### config.mk
export PLATFORM = sky130hd
export DESIGN_NAME = aisrc_top
export DESIGN_NICKNAME = d
export VERILOG_FILES = /design/src/logic/aisrc_pkg.sv /design/src/logic/aisrc_sync.sv /design/src/logic/aisrc_edge.sv /design/src/logic/aisrc_top.sv
export VERILOG_INCLUDE_DIRS = /design/src /design/src/logic
export SDC_FILE = /design/constraint.sdc
export NUM_CORES = 1
export LEC_CHECK = 0
export BUFFER_PORTS_ARGS = -buffer_cell sky130_fd_sc_hd__buf_2
export CAP_MARGIN = 0
export CELL_PAD_IN_SITES_DETAIL_PLACEMENT = 1
export CELL_PAD_IN_SITES_GLOBAL_PLACEMENT = 1
export CORE_ASPECT_RATIO = 1.1
export CORE_UTILIZATION = 37
export DETAILED_ROUTE_END_ITERATION = 6
export GPL_TIMING_DRIVEN = 0
export PLACE_DENSITY = 0.8
export SETUP_SLACK_MARGIN = 0.4
export SKIP_LAST_GASP = 1
export SLEW_MARGIN = 20
export SYNTH_ARGS = -nofsm -noshare
export SYNTH_HDL_FRONTEND = slang
export SYNTH_SLANG_ARGS = --single-unit
### constraint.sdc
create_clock -name pclk -period 2.2 [get_ports pclk]
set_input_delay 0 -clock pclk [delete_from_list [all_inputs] [get_ports pclk]]
set_output_delay 0 -clock pclk [all_outputs]
set_load 0.005 [all_outputs]
### src/logic/aisrc_regs.svh
// register offsets, field positions and reset values of the interrupt source block
`ifndef AISRC_REGS_SVH
`define AISRC_REGS_SVH

// register byte offsets
`define AISRC_OFF_STATUS  12'h000
`define AISRC_OFF_ENABLE  12'h004
`define AISRC_OFF_CTRL    12'h008
`define AISRC_OFF_PENDING 12'h00c
`define AISRC_OFF_RAW     12'h010

// event bit positions, shared by status, enable and pending
`define AISRC_NUM_EVT       13
`define AISRC_BIT_ACQ_RUN   0
`define AISRC_BIT_ACQ_STOP  1
`define AISRC_BIT_ACQ_DONE  2
`define AISRC_BIT_IN_QTR    3
`define AISRC_BIT_PER_CONV  4
`define AISRC_BIT_EOSCAN    5
`define AISRC_BIT_EOINT     6
`define AISRC_BIT_OUT_RUN   7
`define AISRC_BIT_OUT_DONE  8
`define AISRC_BIT_OUT_QTR   9
`define AISRC_BIT_HICHAN    10
`define AISRC_BIT_WRAP      11
`define AISRC_BIT_EXT       12

// control register fields
`define AISRC_CTRL_MASTER_EN 0
`define AISRC_CTRL_EXT_RISE  1
`define AISRC_CTRL_W         2

// raw register fields
`define AISRC_RAW_ACQ_RUN  0
`define AISRC_RAW_OUT_RUN  1
`define AISRC_RAW_STOP_PIN 2
`define AISRC_RAW_EXT_PIN  3

// edge detector lanes
`define AISRC_LANE_IN_QTR  0
`define AISRC_LANE_OUT_QTR 1
`define AISRC_LANE_STOP    2
`define AISRC_LANE_EXT     3
`define AISRC_LANES        4

// pin synchroniser lanes
`define AISRC_PIN_STOP 0
`define AISRC_PIN_EXT  1
`define AISRC_PINS     2

// reset values
`define AISRC_RST_EVT  13'h0000
`define AISRC_RST_CTRL 2'h0
`define AISRC_RST_DATA 32'h0000_0000

`endif

### src/logic/aisrc_pkg.sv
// types shared by the interrupt source block
package aisrc_pkg;

	// event vector, one bit per source
	typedef logic [12:0] aisrc_evt_type;

	// signals from the input acquisition sequencer, same clock
	typedef struct packed {
		logic acq_running_event;
		logic acq_complete_event;
		logic input_buffer_quarter_level;
		logic per_conversion_event;
		logic multi_scan;
		logic end_of_scan_event;
		logic end_of_interval_event;
	} aisrc_acq_type;

	// signals from the output waveform engine, same clock
	typedef struct packed {
		logic out_running;
		logic out_complete;
		logic output_buffer_quarter_level;
		logic high_channel_update;
		logic retransmit_mode;
		logic wrap_end;
	} aisrc_out_type;

endpackage

### src/logic/aisrc_sync.sv
// three-stage pin synchroniser plus a filter flop that accepts a change once stages two and three agree
`include "aisrc_regs.svh"

module aisrc_sync #(
	parameter int WIDTH = `AISRC_PINS
) (
	// clock and reset
	input  wire logic             pclk,
	input  wire logic             presetn,
	// asynchronous pins in, settled levels out
	input  wire logic [WIDTH-1:0] pin_in,
	output logic      [WIDTH-1:0] level_out
);

	genvar i;
	generate
		for (i = 0; i < WIDTH; i++) begin : g_lane
			// per-lane flops, so no variable is shared between processes
			logic s1_r;
			logic s2_r;
			logic s3_r;
			logic level_r;

			// stage one feeds stage two only, to keep metastability contained
			always_ff @(posedge pclk or negedge presetn) begin
				if (!presetn) begin
					s1_r    <= 1'b0;
					s2_r    <= 1'b0;
					s3_r    <= 1'b0;
					level_r <= 1'b0;
				end else begin
					s1_r <= pin_in[i];
					s2_r <= s1_r;
					s3_r <= s2_r;
					// agreement filter drops single-cycle glitches
					if (s2_r == s3_r) begin
						level_r <= s3_r;
					end
				end
			end

			// settled level straight from the filter flop
			assign level_out[i] = level_r;
		end
	endgenerate

endmodule

### src/logic/aisrc_edge.sv
// per-lane rising and falling edge detector, one-cycle pulses out
module aisrc_edge #(
	parameter int WIDTH = 4
) (
	// clock and reset
	input  wire logic             pclk,
	input  wire logic             presetn,
	// levels in, edge pulses out
	input  wire logic [WIDTH-1:0] level_in,
	output logic      [WIDTH-1:0] rise,
	output logic      [WIDTH-1:0] fall
);

	logic [WIDTH-1:0] prev_r;

	// previous level; starts low so a level high out of reset counts as a rise
	always_ff @(posedge pclk or negedge presetn) begin
		if (!presetn) begin
			prev_r <= '0;
		end else begin
			prev_r <= level_in;
		end
	end

	genvar i;
	generate
		for (i = 0; i < WIDTH; i++) begin : g_edge
			assign rise[i] = level_in[i] & ~prev_r[i];
			assign fall[i] = ~level_in[i] & prev_r[i];
		end
	endgenerate

endmodule

### src/logic/aisrc_top.sv
// interrupt source collector for acquisition, waveform output and external pin
//
// The register offsets and register access over APB were left to the implementer.
`include "aisrc_regs.svh"

module aisrc_top (
	// clock and reset
	input  wire logic                   pclk,
	input  wire logic                   presetn,
	// apb slave
	input  wire logic                   psel,
	input  wire logic                   penable,
	input  wire logic                   pwrite,
	input  wire logic [11:0]            paddr,
	input  wire logic [31:0]            pwdata,
	output logic                        pready,
	output logic                        pslverr,
	output logic      [31:0]            prdata,
	// event sources on the same clock
	input  wire aisrc_pkg::aisrc_acq_type acq_in,
	input  wire aisrc_pkg::aisrc_out_type out_in,
	// asynchronous pins
	input  wire logic                   acq_stop_pin,
	input  wire logic                   ext_irq_pin,
	// request line toward the host
	output logic                        irq_n
);

	// registers
	aisrc_pkg::aisrc_evt_type status_r;
	aisrc_pkg::aisrc_evt_type status_nxt;
	aisrc_pkg::aisrc_evt_type enable_r;
	logic [`AISRC_CTRL_W-1:0] ctrl_r;

	// event path
	aisrc_pkg::aisrc_evt_type evt_set;
	logic [`AISRC_PINS-1:0]   pin_level;
	logic [`AISRC_LANES-1:0]  lane_level;
	logic [`AISRC_LANES-1:0]  lane_rise;
	logic [`AISRC_LANES-1:0]  lane_fall;
	logic                     ext_edge;

	// bus decode
	logic        setup_ph;
	logic        wr_take;
	logic [31:0] rd_word;
	logic        addr_ok;
	aisrc_pkg::aisrc_evt_type w1c_mask;

	// map an offset to a known register
	function automatic logic addr_known(input logic [11:0] a);
		addr_known = (a == `AISRC_OFF_STATUS) || (a == `AISRC_OFF_ENABLE) ||
			(a == `AISRC_OFF_CTRL) || (a == `AISRC_OFF_PENDING) ||
			(a == `AISRC_OFF_RAW);
	endfunction

	// true when a write to the given offset is taken this cycle
	function automatic logic wr_hit(input logic take, input logic [11:0] a,
			input logic [11:0] off);
		wr_hit = take && (a == off);
	endfunction

	// pins arrive from the connector, outside this clock
	aisrc_sync #(
		.WIDTH(`AISRC_PINS)
	) u_sync (
		.pclk      (pclk),
		.presetn   (presetn),
		.pin_in    ({ext_irq_pin, acq_stop_pin}),
		.level_out (pin_level)
	);

	// lanes whose transitions, not levels, are the events
	always_comb begin
		lane_level = '0;
		lane_level[`AISRC_LANE_IN_QTR]  = acq_in.input_buffer_quarter_level;
		lane_level[`AISRC_LANE_OUT_QTR] = out_in.output_buffer_quarter_level;
		lane_level[`AISRC_LANE_STOP]    = pin_level[`AISRC_PIN_STOP];
		lane_level[`AISRC_LANE_EXT]     = pin_level[`AISRC_PIN_EXT];
	end

	aisrc_edge #(
		.WIDTH(`AISRC_LANES)
	) u_edge (
		.pclk     (pclk),
		.presetn  (presetn),
		.level_in (lane_level),
		.rise     (lane_rise),
		.fall     (lane_fall)
	);

	// external pin edge chosen by software; flipping the choice
	// never fabricates an edge because only true transitions count
	assign ext_edge = ctrl_r[`AISRC_CTRL_EXT_RISE] ?
		lane_rise[`AISRC_LANE_EXT] : lane_fall[`AISRC_LANE_EXT];

	// event set vector; level sources keep setting while active
	always_comb begin
		evt_set = '0;
		evt_set[`AISRC_BIT_ACQ_RUN]  = acq_in.acq_running_event;
		evt_set[`AISRC_BIT_ACQ_STOP] = lane_rise[`AISRC_LANE_STOP];
		evt_set[`AISRC_BIT_ACQ_DONE] = acq_in.acq_complete_event;
		// reaching the quarter mark, not sitting above it
		evt_set[`AISRC_BIT_IN_QTR]   = lane_rise[`AISRC_LANE_IN_QTR];
		evt_set[`AISRC_BIT_PER_CONV] = acq_in.per_conversion_event;
		evt_set[`AISRC_BIT_EOSCAN]   = acq_in.multi_scan &
			acq_in.end_of_scan_event;
		evt_set[`AISRC_BIT_EOINT]    = acq_in.multi_scan &
			acq_in.end_of_interval_event;
		evt_set[`AISRC_BIT_OUT_RUN]  = out_in.out_running;
		evt_set[`AISRC_BIT_OUT_DONE] = out_in.out_complete;
		evt_set[`AISRC_BIT_OUT_QTR]  = lane_rise[`AISRC_LANE_OUT_QTR];
		evt_set[`AISRC_BIT_HICHAN]   = out_in.high_channel_update;
		evt_set[`AISRC_BIT_WRAP]     = out_in.retransmit_mode &
			out_in.wrap_end;
		evt_set[`AISRC_BIT_EXT]      = ext_edge;
	end

	// apb phases: pready is registered at setup, so the access phase has no wait cycle
	assign setup_ph = psel && !penable && !pready;
	assign wr_take  = psel && penable && pready && pwrite && !pslverr;
	assign addr_ok  = addr_known(paddr);

	// write-one-to-clear strobe for the status register
	assign w1c_mask = wr_hit(wr_take, paddr, `AISRC_OFF_STATUS) ?
		pwdata[`AISRC_NUM_EVT-1:0] : `AISRC_RST_EVT;

	// a set in the same cycle as its clear wins, so no event is lost
	assign status_nxt = (status_r & ~w1c_mask) | evt_set;

	// sticky flags, latched per source
	always_ff @(posedge pclk or negedge presetn) begin
		if (!presetn) begin
			status_r <= `AISRC_RST_EVT;
		end else begin
			status_r <= status_nxt;
		end
	end

	// per-source enables
	always_ff @(posedge pclk or negedge presetn) begin
		if (!presetn) begin
			enable_r <= `AISRC_RST_EVT;
		end else if (wr_hit(wr_take, paddr, `AISRC_OFF_ENABLE)) begin
			enable_r <= pwdata[`AISRC_NUM_EVT-1:0];
		end
	end

	// master enable and external edge choice
	always_ff @(posedge pclk or negedge presetn) begin
		if (!presetn) begin
			ctrl_r <= `AISRC_RST_CTRL;
		end else if (wr_hit(wr_take, paddr, `AISRC_OFF_CTRL)) begin
			ctrl_r <= pwdata[`AISRC_CTRL_W-1:0];
		end
	end

	// read mux; unknown offsets read zero
	always_comb begin
		rd_word = `AISRC_RST_DATA;
		unique case (paddr)
			`AISRC_OFF_STATUS: begin
				rd_word[`AISRC_NUM_EVT-1:0] = status_r;
			end
			`AISRC_OFF_ENABLE: begin
				rd_word[`AISRC_NUM_EVT-1:0] = enable_r;
			end
			`AISRC_OFF_CTRL: begin
				rd_word[`AISRC_CTRL_W-1:0] = ctrl_r;
			end
			`AISRC_OFF_PENDING: begin
				rd_word[`AISRC_NUM_EVT-1:0] = status_r & enable_r;
			end
			`AISRC_OFF_RAW: begin
				rd_word[`AISRC_RAW_ACQ_RUN]  = acq_in.acq_running_event;
				rd_word[`AISRC_RAW_OUT_RUN]  = out_in.out_running;
				rd_word[`AISRC_RAW_STOP_PIN] = pin_level[`AISRC_PIN_STOP];
				rd_word[`AISRC_RAW_EXT_PIN]  = pin_level[`AISRC_PIN_EXT];
			end
			default: begin
				rd_word = `AISRC_RST_DATA;
			end
		endcase
	end

	// answer one cycle after setup; read data captured at setup
	always_ff @(posedge pclk or negedge presetn) begin
		if (!presetn) begin
			pready  <= 1'b0;
			pslverr <= 1'b0;
			prdata  <= `AISRC_RST_DATA;
		end else if (setup_ph) begin
			pready  <= 1'b1;
			pslverr <= !addr_ok;
			prdata  <= pwrite ? `AISRC_RST_DATA : rd_word;
		end else begin
			pready  <= 1'b0;
			pslverr <= 1'b0;
		end
	end

	// request low while an enabled flag pends and master enable is set;
	// registered, so it trails the flag by one cycle
	always_ff @(posedge pclk or negedge presetn) begin
		if (!presetn) begin
			irq_n <= 1'b1;
		end else begin
			irq_n <= !((|(status_r & enable_r)) &&
				ctrl_r[`AISRC_CTRL_MASTER_EN]);
		end
	end

endmodule

Word-level counts from Yosys, hierarchy flattened
Cells that the tools add are included.
W data, S select, Z words.
{"block": "totals", "register_bits": 75, "in_bits": 64, "out_inout_bits": 35, "word_cells": 68}
{"block": "classes", "n_eq_ne": 6, "n_mux": 8, "bitwise": 17, "reduce_logical": 21}
{"op": "$pmux W9 S3", "n": 1}
{"op": "$and A13 B13 Y13", "n": 2}
{"op": "$mux W13", "n": 2}
{"op": "$eq A12 B4 Y1 const B", "n": 2}
{"op": "$not A13 Y13", "n": 1}
{"op": "$or A13 B13 Y13", "n": 1}
{"op": "$reduce_or A13 Y1", "n": 1}
{"op": "$eq A12 B3 Y1 const B", "n": 1}
{"op": "$eq A12 B5 Y1 const B", "n": 1}
{"op": "$logic_not A12 Y1", "n": 1}
{"op": "$logic_and A1 B1 Y1", "n": 10}
{"op": "$pmux W2 S5", "n": 1}
{"op": "$and A1 B1 Y1", "n": 8}
{"op": "$pmux W2 S4", "n": 1}
{"op": "$logic_not A1 Y1", "n": 5}
{"op": "$not A1 Y1", "n": 5}
{"op": "$logic_or A1 B1 Y1", "n": 4}
{"op": "$mux W1", "n": 3}
{"op": "$eq A1 B1 Y1", "n": 2}

Longest topological paths before layout
Gate-level depths: netlist (run 1).
{"block": "depth", "word_depth": 9, "mapped_depth": 7, "ltp_nobuf": 4}

Hierarchy
Synthesis (run 1) repeated with hierarchy kept, for this count alone.
{"block": "unflattened", "hier_cells": 247, "hier_area_um2": 2740.1}
{"module": "aisrc_top", "instances": 1, "cells_per_inst": 223, "area_per_inst_um2": 2352.3, "seq_area_each_um2": 1102.3}
{"module": "aisrc_sync", "instances": 1, "cells_per_inst": 12, "area_per_inst_um2": 237.7, "seq_area_each_um2": 200.2}
{"module": "aisrc_edge", "instances": 1, "cells_per_inst": 12, "area_per_inst_um2": 150.1, "seq_area_each_um2": 100.1}

Least setup slack after synthesis (run 1)
OpenSTA, ideal clock, no wires.
{"block": "synth_timing", "path_type": "input-to-reg", "from": "in paddr[9]", "to": "reg enable_r[10]", "setup_time_ns": 0.125, "arrival_ns": 1.658, "required_ns": 2.075, "slack_ns": 0.417, "cell_stages": 7, "n_path_buf": 3, "path_cell_list": "or4_4 > buf_6 > nor3_4 > and3_1 > buf_6 > buf_12 > mux2_4"}
{"block": "synth_between", "elab_chain_len": 2}
{"element": "start, declared", "line": "aisrc_top.sv:14", "rtl": "input wire logic [11:0] paddr,"}
{"element": "$eq A12 B3 Y1", "line": "aisrc_top.sv:60", "rtl": "wr_hit = take && (a == off);"}
{"element": "$logic_and A1 B1 Y1", "line": "aisrc_top.sv:60"}
{"element": "end signal, assigned", "line": "aisrc_top.sv:143", "rtl": "enable_r <= `AISRC_RST_EVT;"}
{"element": "end signal, assigned", "line": "aisrc_top.sv:145", "rtl": "enable_r <= pwdata[`AISRC_NUM_EVT-1:0];"}
{"element": "end, declared", "line": "aisrc_top.sv:32", "rtl": "aisrc_pkg::aisrc_evt_type enable_r;"}
No other way between the ends.
A chain may end at the register's enable or synchronous reset.

Worst setup path in the final report (run 1)
{"block": "layout_timing", "from": "reg pready", "to": "reg enable_r[11]"}
{"block": "layout_between", "elab_chain_len": 4}
{"element": "start, declared", "line": "aisrc_top.sv:16", "rtl": "output logic pready,"}
{"element": "start signal, assigned", "line": "aisrc_top.sv:189", "rtl": "pready <= 1'b0;"}
{"element": "start signal, assigned", "line": "aisrc_top.sv:193", "rtl": "pready <= 1'b1;"}
{"element": "start signal, assigned", "line": "aisrc_top.sv:197", "rtl": "pready <= 1'b0;"}
{"element": "$logic_and A1 B1 Y1 (3 in a row)", "line": "aisrc_top.sv:121", "rtl": "assign wr_take = psel && penable && pready && pwrite && !pslverr;"}
{"element": "$logic_and A1 B1 Y1", "line": "aisrc_top.sv:60"}
No other way between the ends.

==> results of run 1 <==
## cell families (layout without fill, tap and decap cells)
kind of cell    count (synthesis)  after routing
mux                            19             19
flops                          56             56
fa+ha+maj                       2              2
compound gates                 64             64
other cells                     1             19
buf+inv                        39            137
simple gates                   65             65
## Yosys cell counts, drive strengths merged (2+ instances only)
cell type   n  area [um2]
dfrtp      55        1380
and3        4        25.0
nand4       2        12.5
nor2        7        26.3
nand2      20        75.1
mux2       15         206
nor2b       2        12.5
nand2b      2        12.5
a22o        6        52.6
mux2i       4        40.0
a21oi       6        30.0
or4         2        18.8
inv         6        22.5
o21ai      15        75.1
clkbuf     10        37.5
or3         2        12.5
nand3      15        75.1
maj3        2        20.0
a22oi      12        90.1
a32oi       6        52.6
nor3        3        26.3
buf        23         193
a21o       15         113
nor4        3        25.0
## worst max path at each step
stage | depth (start not counted) | slack, ps | end
2_1_floorplan | 7 | 420 | enable_r[10]
3_3_place_gp | 6 | 80 | enable_r[11]
3_5_place_dp | 5 | -20 | status_r[0]
4_1_cts | 6 | 400 | enable_r[9]
5_1_grt | 6 | 390 | enable_r[11]
6_report | 6 | 450 | enable_r[11]
## repair_timing
item | CTS | global route
gates resized for setup | 6 | 9
hold buffers | 29 | 0
hold endpoints to repair | 87 | 0
setup buffers | 0 | 2
endpoints found under the setup margin | 34 | 30
pin swaps | 1 | 2
## where the power goes
part           total, W  internal [W]  switching, W
Combinational  0.000224      0.000113      0.000111
Clock          0.000689      0.000345      0.000345
Sequential      0.00106       0.00105     0.0000116
## per-layer routing
metal | vias to the layer above | routed length [um] | track usage
met1 | 1163 | 3080 | 0.237
met3 | 15 | 290 | 0.0405
met2 | 66 | 4030 | 0.377
li1 | 1084 | - | -
met5 | - | 0 | 0
met4 | 0 | 164 | 0.0862
## state kept, by name, indices dropped and copies added (netlist names)
name and count:
enable_r 13, prdata 13, status_r 13, u_edge.prev_r 4, ctrl_r 2, u_sync.g_lane.level_r 2
u_sync.g_lane.s1_r 2, u_sync.g_lane.s2_r 2, u_sync.g_lane.s3_r 2, irq_n 1, pready 1, pslverr 1
## per-stage QoR
step / power [W] / TNS (ps) / hold slack [ps] / std cells / setup WS, ps
2_1_floorplan: 0.00116 / 0 / -296 / 264 / 417
3_3_place_gp: 0.00124 / 0 / 108 / 408 / 75.2
3_5_place_dp: 0.00125 / -17.6 / 107 / 408 / -17.6
4_1_cts: 0.00199 / 0 / 134 / 445 / 403
5_1_grt: 0.00204 / 0 / 176 / 447 / 391
6_report: 0.00197 / 0 / 150 / 447 / 445
## layout make-up
cell class / instances / area [um2]
Fill cell: 809 / 3400
Buffer: 33 / 233
Clock buffer: 6 / 72.6
Clock inverter: 2 / 38.8
Tap cell: 85 / 106
Timing Repair Buffer: 90 / 603
Sequential cell: 56 / 1400
Inverter: 6 / 22.5
Multi-Input combinational cell: 169 / 1160
## worst max-delay path: stages, from the launching register on
cell	delay (ps)
dfrtp_1	370
nand3_1	110
nor3b_4	330
and3_1	240
buf_6	130
buf_12	150
mux2_4	310
==> out/qor.yml, run 1 <==
fin_skew_ps: 4.36
dieWidth_um: 83.7
leakage_nw: 1.78
avgViaCountPerCell: 5.21
timing.max_slew.rel_slack: 0.517
dieArea_um2: 7690
synth_seq_cells: 56
maxCapViolations: 0
setup.worst_path.start: "pready"
clkSinkCount: 56
synth-compound-area-share: 0.164
regToRegSetupSlack_ps: 450
synthAdderAreaFrac: 0.00737
finalCritPeriodShare: 0.798
synth-simple-area-share: 0.127
io_buffers: 59
fin_crit_ps: 1750
area_growth_syn_to_layout_pct: 34.1
power.density_nw_per_um2: 541
muxShareOfSynthArea: 0.0908
hold_end: "prdata[5]"
drive_gt1_frac: 0.323
arrival_ps: 1960
hpwl_mm: 5.25
ys_async_sr_fraction: 1.00
hold_path.class: "in -> reg"
avgSynthCellArea_um2: 11.0
synth_cell_type_count: 39
r2r_end: "enable_r[11]"
final_max_slew_viol_count: 0
nets: 425
outcome: "finished clean"
postSynthCellCount: 246
worstMarginPinSlew_ps: 724
die_h_um: 91.8
crit_path_end_kind: "register"
drt_iter0_drc: 93
setup_viol: 0
synthXorXnorAreaFrac: 0
final_common_cell: "buf_2"
yosysWarnings: 0
r2r-start: "pready"
globalplace.congestion: 0.842
antenna_found_initial: 0
ios: 99
synth_top_family_by_area: "compound AO/OA/AOI/OAI gates"
insertion_delay_ps: 310
synthFlopType: "dfrtp_1"
grt_pass1_vias: 2504
postPlaceCellArea_um2: 3190
final_area_um2: 3640
critical_path_class: "reg -> reg"
min_from: "pwrite"
syn-cell-area_um2: 2720
antenna_left: 0
final_cell_mix: "buf_2 (59), dfrtp_1 (55), dlygate4sd3_1 (29), buf_4 (23)"
cts_tree: "built"
final_core_util: 0.517
critical_path_required_ps: 2400
hold_violations: 0
core_area_um2: 7050
htree_levels: 2
firstDrtPassIters: 4
grt_overflow: 0
startpoint_type: "register"
fmax_mhz: 570
path_clk_slew_ps: 100
peakVddDrop_mv: 0.360
track_usage: 0.207
synth-edff-count: 0
clockBufferDepth: 2
r2r_cells: 6
diodes: 0
min_path_cells: 4
std_cell_rows: 32
drc: 0
avgRoutedWirePerCell_um: 16.9
vias: 2328
start_util: 0.385
yosysSeqAreaShare: 0.517
grt_pass1_wl_mm: 12.4
grt_max_degree: 57
cts_root_buffer: "clkbuf_8"
cts_made_buffers: 5
wirelength_mm: 7.56
cp_max_fo: 10
rsz0062_at_grt: "false"
Power figures use the tool's default switching activity.
==> run 2, diff against run 1 <==
--- a/config.mk
+++ b/config.mk
@@ -11,10 +11,10 @@
 export CELL_PAD_IN_SITES_DETAIL_PLACEMENT = 1
 export CELL_PAD_IN_SITES_GLOBAL_PLACEMENT = 1
 export CORE_ASPECT_RATIO = 1.1
-export CORE_UTILIZATION = 37
+export CORE_UTILIZATION = 34
 export DETAILED_ROUTE_END_ITERATION = 6
 export GPL_TIMING_DRIVEN = 0
-export PLACE_DENSITY = 0.8
+export PLACE_DENSITY = 0.77
 export SETUP_SLACK_MARGIN = 0.4
 export SKIP_LAST_GASP = 1
 export SLEW_MARGIN = 20
==> constraint.sdc (replaced) <==
create_clock -name pclk -period 1.5 [get_ports pclk]
set_input_delay 0 -clock pclk [delete_from_list [all_inputs] [get_ports pclk]]
set_output_delay 0 -clock pclk [all_outputs]
set_load 0.005 [all_outputs]
==> out/qor.yml, run 2 (synthesis gave the netlist of run 1 again) <==
layout_setup_ws_ps: -191  # -636 ps
startpoint_type: "register"
top_layer: "met4"
final_max_slew_viol_count: 0  # unchanged
dp.cells: 428  # +4.9%
setup_viol: 33  # +33
fin_cells: 487  # +8.9%
hold_path.class: "in -> reg"
drive_gt1_frac: 0.432  # +0.109
drc: 0  # unchanged
r2r-start: "pready"
leakage_nw: 1.97  # +11%
grt_pass1_wl_mm: 12.6  # +1.2%
avgViaCountPerCell: 5.05  # -3.0%
track_usage: 0.200  # -0.00774
diodes: 0  # unchanged
path_clk_slew_ps: 120  # +20 ps
grt_pass1_vias: 2479  # -1.0%
grt_max_degree: 57  # unchanged
area_growth_syn_to_layout_pct: 51.8
wl_met1_mm: 3.63  # +18%
cts_root_buffer: "clkbuf_8"
min_from: "paddr[1]"
crit_path_end_kind: "register"
antenna_found_initial: 0  # unchanged
avgRoutedWirePerCell_um: 17.9  # +5.7%
fin_skew_ps: 15.3  # +10.9 ps
critical_path_required_ps: 1710  # -690 ps
grt_overflow: 0  # unchanged
final_core_util: 0.542  # +0.0255
ios: 99  # unchanged
fmax_mhz: 591  # +3.8%
firstDrtPassIters: 5  # +1
cts_tree: "built"
r2r_cells: 6  # unchanged
cts_made_buffers: 5  # unchanged
final_common_cell: "buf_2"
met2_length_mm: 4.75  # +18%
power_w: 0.00315  # +60%
cp_max_fo: 5  # -5
arrival_ps: 1900  # -60 ps
core_area_um2: 7600  # +7.8%
antenna_left: 0  # unchanged
insertion_delay_ps: 310  # about the same
globalplace.congestion: 0.855  # +1.5%
hpwl_mm: 5.36  # +2.1%
clkSinkCount: 56  # unchanged
hold_end: "pslverr"
std_cell_rows: 33  # +3.1%
fin_crit_ps: 1690  # -63.6 ps
final_area_um2: 4120  # +13%
r2r_end: "enable_r[6]"
htree_levels: 2  # unchanged
outcome: "complete, but fails checks"
dieWidth_um: 87.2  # +4.2%
wl_met3_um: 242  # -17%
timing.max_slew.rel_slack: 0.467  # -0.0499
power.density_nw_per_um2: 765  # +41%
die_h_um: 95.7  # +4.2%
vias: 2460  # +5.7%
dp_worst_setup_slack_ps: -833  # -815 ps
rsz0062_at_grt: "true"
io_buffers: 59  # unchanged
peakVddDrop_mv: 0.488  # +36%
maxCapViolations: 0  # unchanged
start_util: 0.357  # -0.0279
dieArea_um2: 8350  # +8.6%
critical_path_class: "reg -> reg"
finalCritPeriodShare: 1.13  # +0.330
hold_violations: 0  # unchanged
final_cell_mix: "buf_2 (58), dfrtp_1 (55), buf_4 (31), dlygate4sd3_1 (29), conb_1 (19)"
regToRegSetupSlack_ps: -190  # -640 ps
violations: "negative setup slack"
postPlaceCellArea_um2: 3260  # +2.4%
wirelength_mm: 8.71  # +15%
clockBufferDepth: 2  # unchanged
top_regs: "enable_r (13), prdata (13), status_r (13)"
min_path_cells: 4  # unchanged
worstMarginPinSlew_ps: 796  # +72.0 ps
drt_iter0_drc: 155  # +67%
nets: 445  # +4.7%
run 2: cell types whose count changed in the layout (fill, tap and decap cells not counted), moves of 6 or more:
cell	delta
buf_4	+8
nand2_1	-6
o21ai_2	+9
o21ai_0	-7
buf_6	+7
run 2: worst max-delay path by stage:
stage / cells past startpoint / from / endpoint
2_1_floorplan: 7 / paddr[9] / enable_r[10]
3_3_place_gp: 5 / pready / status_r[6]
3_5_place_dp: 5 / pready / status_r[6]
4_1_cts: 6 / pready / enable_r[3]
5_1_grt: 6 / pready / enable_r[10]
6_report: 6 / pready / enable_r[6]
run 2: layer usage:
layer  vias up  global-route usage
met4         0              0.0328
met2        63               0.375
met3        12              0.0300
li1       1119                   -
met5         -                   0
met1      1266               0.246
run 2: final cells by class:
cell class,instances,area [um2]
Buffer,33,290
Multi-Input combinational cell,170,1320
Clock buffer,5,68.8
Fill cell,860,3480
Tap cell,105,131
Inverter,6,22.5
Timing Repair Buffer,109,812
Clock inverter,3,68.8
Sequential cell,56,1400
run 2: critical path: stages, from the launching register on:
cell,delay [ps]
dfrtp_1,390
nand3_2,110
nor3b_4,280
and3_4,220
buf_6,120
clkbuf_16,150
mux2_4,290
run 2: repair_timing:
action | 4_1_cts | 5_1_grt
hold buffers | 29 | 0
endpoints found under the hold margin | 85 | 0
buffers inserted | 10 | 9
pin swaps | 4 | 18
resized for setup | 16 | 49
setup endpoints to repair | 44 | 44
gates cloned | 1 | 2
run 2: stage by stage:
| stage | hold slack, ps | setup TNS [ps] |
|---|---|---|
| CTS | 163 | -3670 |
| finish | 178 | -3950 |
| global route | 186 | -5570 |
| detailed placement | 110 | -21710 |
| global placement | 108 | -19460 |
| floorplan | -296 | -3510 |
run 2: power breakdown:
part | internal [W] | total [W] | leakage, nW | switching (W)
logic | 0.000207 | 0.000396 | 1.22 | 0.000189
clock network | 0.000673 | 0.00120 | 0.0687 | 0.000531
registers | 0.00153 | 0.00155 | 0.682 | 0.0000173
total | 0.00241 | 0.00315 | 1.97 | 0.000737
==> run 3, diff against run 2 <==
==> constraint.sdc (replaced) <==
create_clock -name pclk -period 1.5 [get_ports pclk]
set_input_delay 0 -clock pclk [delete_from_list [all_inputs] [get_ports pclk]]
set_output_delay 0 -clock pclk [all_outputs]
set_load 0.1 [all_outputs]
==> out/qor.yml, run 3 (synthesis gave the netlist of run 1 again) <==
htree_levels: 2  # unchanged
critical_path_required_ps: 1710  # about the same
outcome: "complete, but fails checks"
hpwl_mm: 5.35  # -0.22%
antenna_found_initial: 0  # unchanged
nets: 450  # +1.1%
clockBufferDepth: 2  # unchanged
finalCritPeriodShare: 1.14  # +0.00964
arrival_ps: 1920  # +20 ps
pwr-share-seq: 0.486  # -0.006
start_util: 0.357  # unchanged
cts_root_buffer: "clkbuf_8"
startpoint_type: "register"
setup_viol: 30  # -9.1%
drt_iter0_drc: 95  # -39%
drive_gt1_frac: 0.419  # -0.0133
core_area_um2: 7600  # unchanged
wl_met1_mm: 3.64  # +0.28%
std_cell_rows: 33  # unchanged
grt_max_degree: 57  # unchanged
crit_path_end_kind: "register"
final_max_slew_viol_count: 0  # unchanged
drc: 0  # unchanged
combinationalPowerShare: 0.192  # +0.066
maxCapViolations: 0  # unchanged
final_common_cell: "dfrtp_1"
critical_path_class: "reg -> reg"
ios: 99  # unchanged
power_w: 0.00319  # +1.3%
wl_met3_um: 380  # +57%
globalplace.congestion: 0.828  # -3.2%
die_h_um: 95.7  # unchanged
fin_setup_tns_ps: -4920  # -970 ps
power_switching_w: 0.000946  # +28%
power.share.clock: 0.322  # -0.060
cp_max_fo: 5  # unchanged
hold_path.class: "in -> reg"
dieWidth_um: 87.2  # unchanged
dieArea_um2: 8350  # unchanged
io_buffers: 59  # unchanged
fin_crit_ps: 1710  # +14.5 ps
p_sw_frac: 0.297  # +0.0625
violations: "negative setup slack"
power.internal_w: 0.00224  # -7.0%
vias: 2439  # -0.85%
rsz0062_at_grt: "true"
top_layer: "met4"
clkSinkCount: 56  # unchanged
wirelength_mm: 9.01  # +3.5%
peakVddDrop_mv: 0.443  # -9.3%
grt_pass1_vias: 2530  # +2.1%
top_regs: "enable_r (13), prdata (13), status_r (13)"
met2_length_mm: 4.85  # +2.1%
grt_overflow: 0  # unchanged
leakage_nw: 1.99  # +0.65%
cts_made_buffers: 5  # unchanged
area_growth_syn_to_layout_pct: 52.4
power.density_nw_per_um2: 771  # +0.90%
layout_setup_ws_ps: -206  # -14.5 ps
antenna_left: 0  # unchanged
track_usage: 0.205  # +0.00537
diodes: 0  # unchanged
avgViaCountPerCell: 4.96  # -1.9%
grt_pass1_wl_mm: 12.7  # +1.1%
timing.max_slew.rel_slack: 0.496  # +0.0289
worstMarginPinSlew_ps: 753  # -43.2 ps
cts_tree: "built"
fin_skew_ps: 17.1  # +1.86 ps
avgRoutedWirePerCell_um: 18.3  # +2.4%
insertion_delay_ps: 320  # about the same
firstDrtPassIters: 4  # -1
path_clk_slew_ps: 110  # about the same
fmax_mhz: 586  # -0.85%
final_cell_mix: "dfrtp_1 (53), buf_4 (50), buf_2 (41), dlygate4sd3_1 (29)"
hold_violations: 0  # unchanged
-- run 3: changes by cell type in the layout (fill, tap and decap cells not counted), sizes merged --
cell / before / now
bufinv: 2 / 1
buf: 103 / 110
clkbuf: 15 / 14
-- run 3: per-layer routing --
metal | GRT usage | vias to the layer above
li1 | - | 1133
met1 | 0.244 | 1222
met2 | 0.381 | 72
met3 | 0.0326 | 12
met4 | 0.0615 | 0
met5 | 0 | -
-- run 3: final timing paths --
| check | start | end | slack (ps) | cells after the start |
|---|---|---|---|---|
| worst max-delay path | pready | enable_r[4] | -210 | 6 |
| worst min-delay path | paddr[0] | pslverr | 130 | 4 |
| worst max register to register | pready | enable_r[4] | -210 | 6 |
| worst min register to register | u_sync.g_lane[0].s1_r | u_sync.g_lane[0].s2_r | 360 | 0 |
| max in group asynchronous | presetn | pready | 690 | 2 |
| min in group asynchronous | presetn | status_r[4] | 260 | 2 |
-- run 3: repair_timing --
| action | CTS | global route |
|---|---|---|
| gates cloned | 1 | 2 |
| endpoints found under the setup margin | 59 | 47 |
| hold buffers | 29 | 0 |
| hold endpoints to repair | 86 | 0 |
| buffers inserted | 13 | 11 |
| pin swaps | 18 | 18 |
| gates resized for setup | 43 | 33 |
-- run 3: power by group through the flow --
stage                     registers, W  clock network (W)  logic, W
final                          0.00155            0.00103  0.000612
after global placement         0.00158                  0  0.000489
after detailed placement       0.00158                  0  0.000495
after CTS                      0.00155            0.00103  0.000579
after global routing           0.00155            0.00110  0.000645
after floorplan                0.00160                  0  0.000338
-- run 3: through the flow --
stage	hold slack (ps)	std cells	util	worst slack [ps]	cell area [um2]
after CTS	108	479	0.514	-209	3900
after floorplan	-296	264	-	-326	2860
after global routing	156	492	0.544	-244	4140
final	129	492	0.544	-206	4140
after global placement	109	428	0.433	-551	3290
after detailed placement	106	428	0.433	-567	3290
-- run 3: final cells by class --
| class | instances | area (um2) |
|---|---|---|
| Fill cell | 855 | 3460 |
| Sequential cell | 56 | 1410 |
| Multi-Input combinational cell | 170 | 1270 |
| Timing Repair Buffer | 114 | 906 |
| Buffer | 33 | 284 |
| Tap cell | 105 | 131 |
| Clock buffer | 6 | 72.6 |
| Clock inverter | 2 | 38.8 |
| Inverter | 6 | 22.5 |
-- run 3: critical path, stage by stage (launching register included) --
cell and delay [ps]:
dfrtp_4 450, nand3_4 70, nor3b_4 270, and3_1 220, buf_6 130, clkbuf_16 150
mux2_4 290
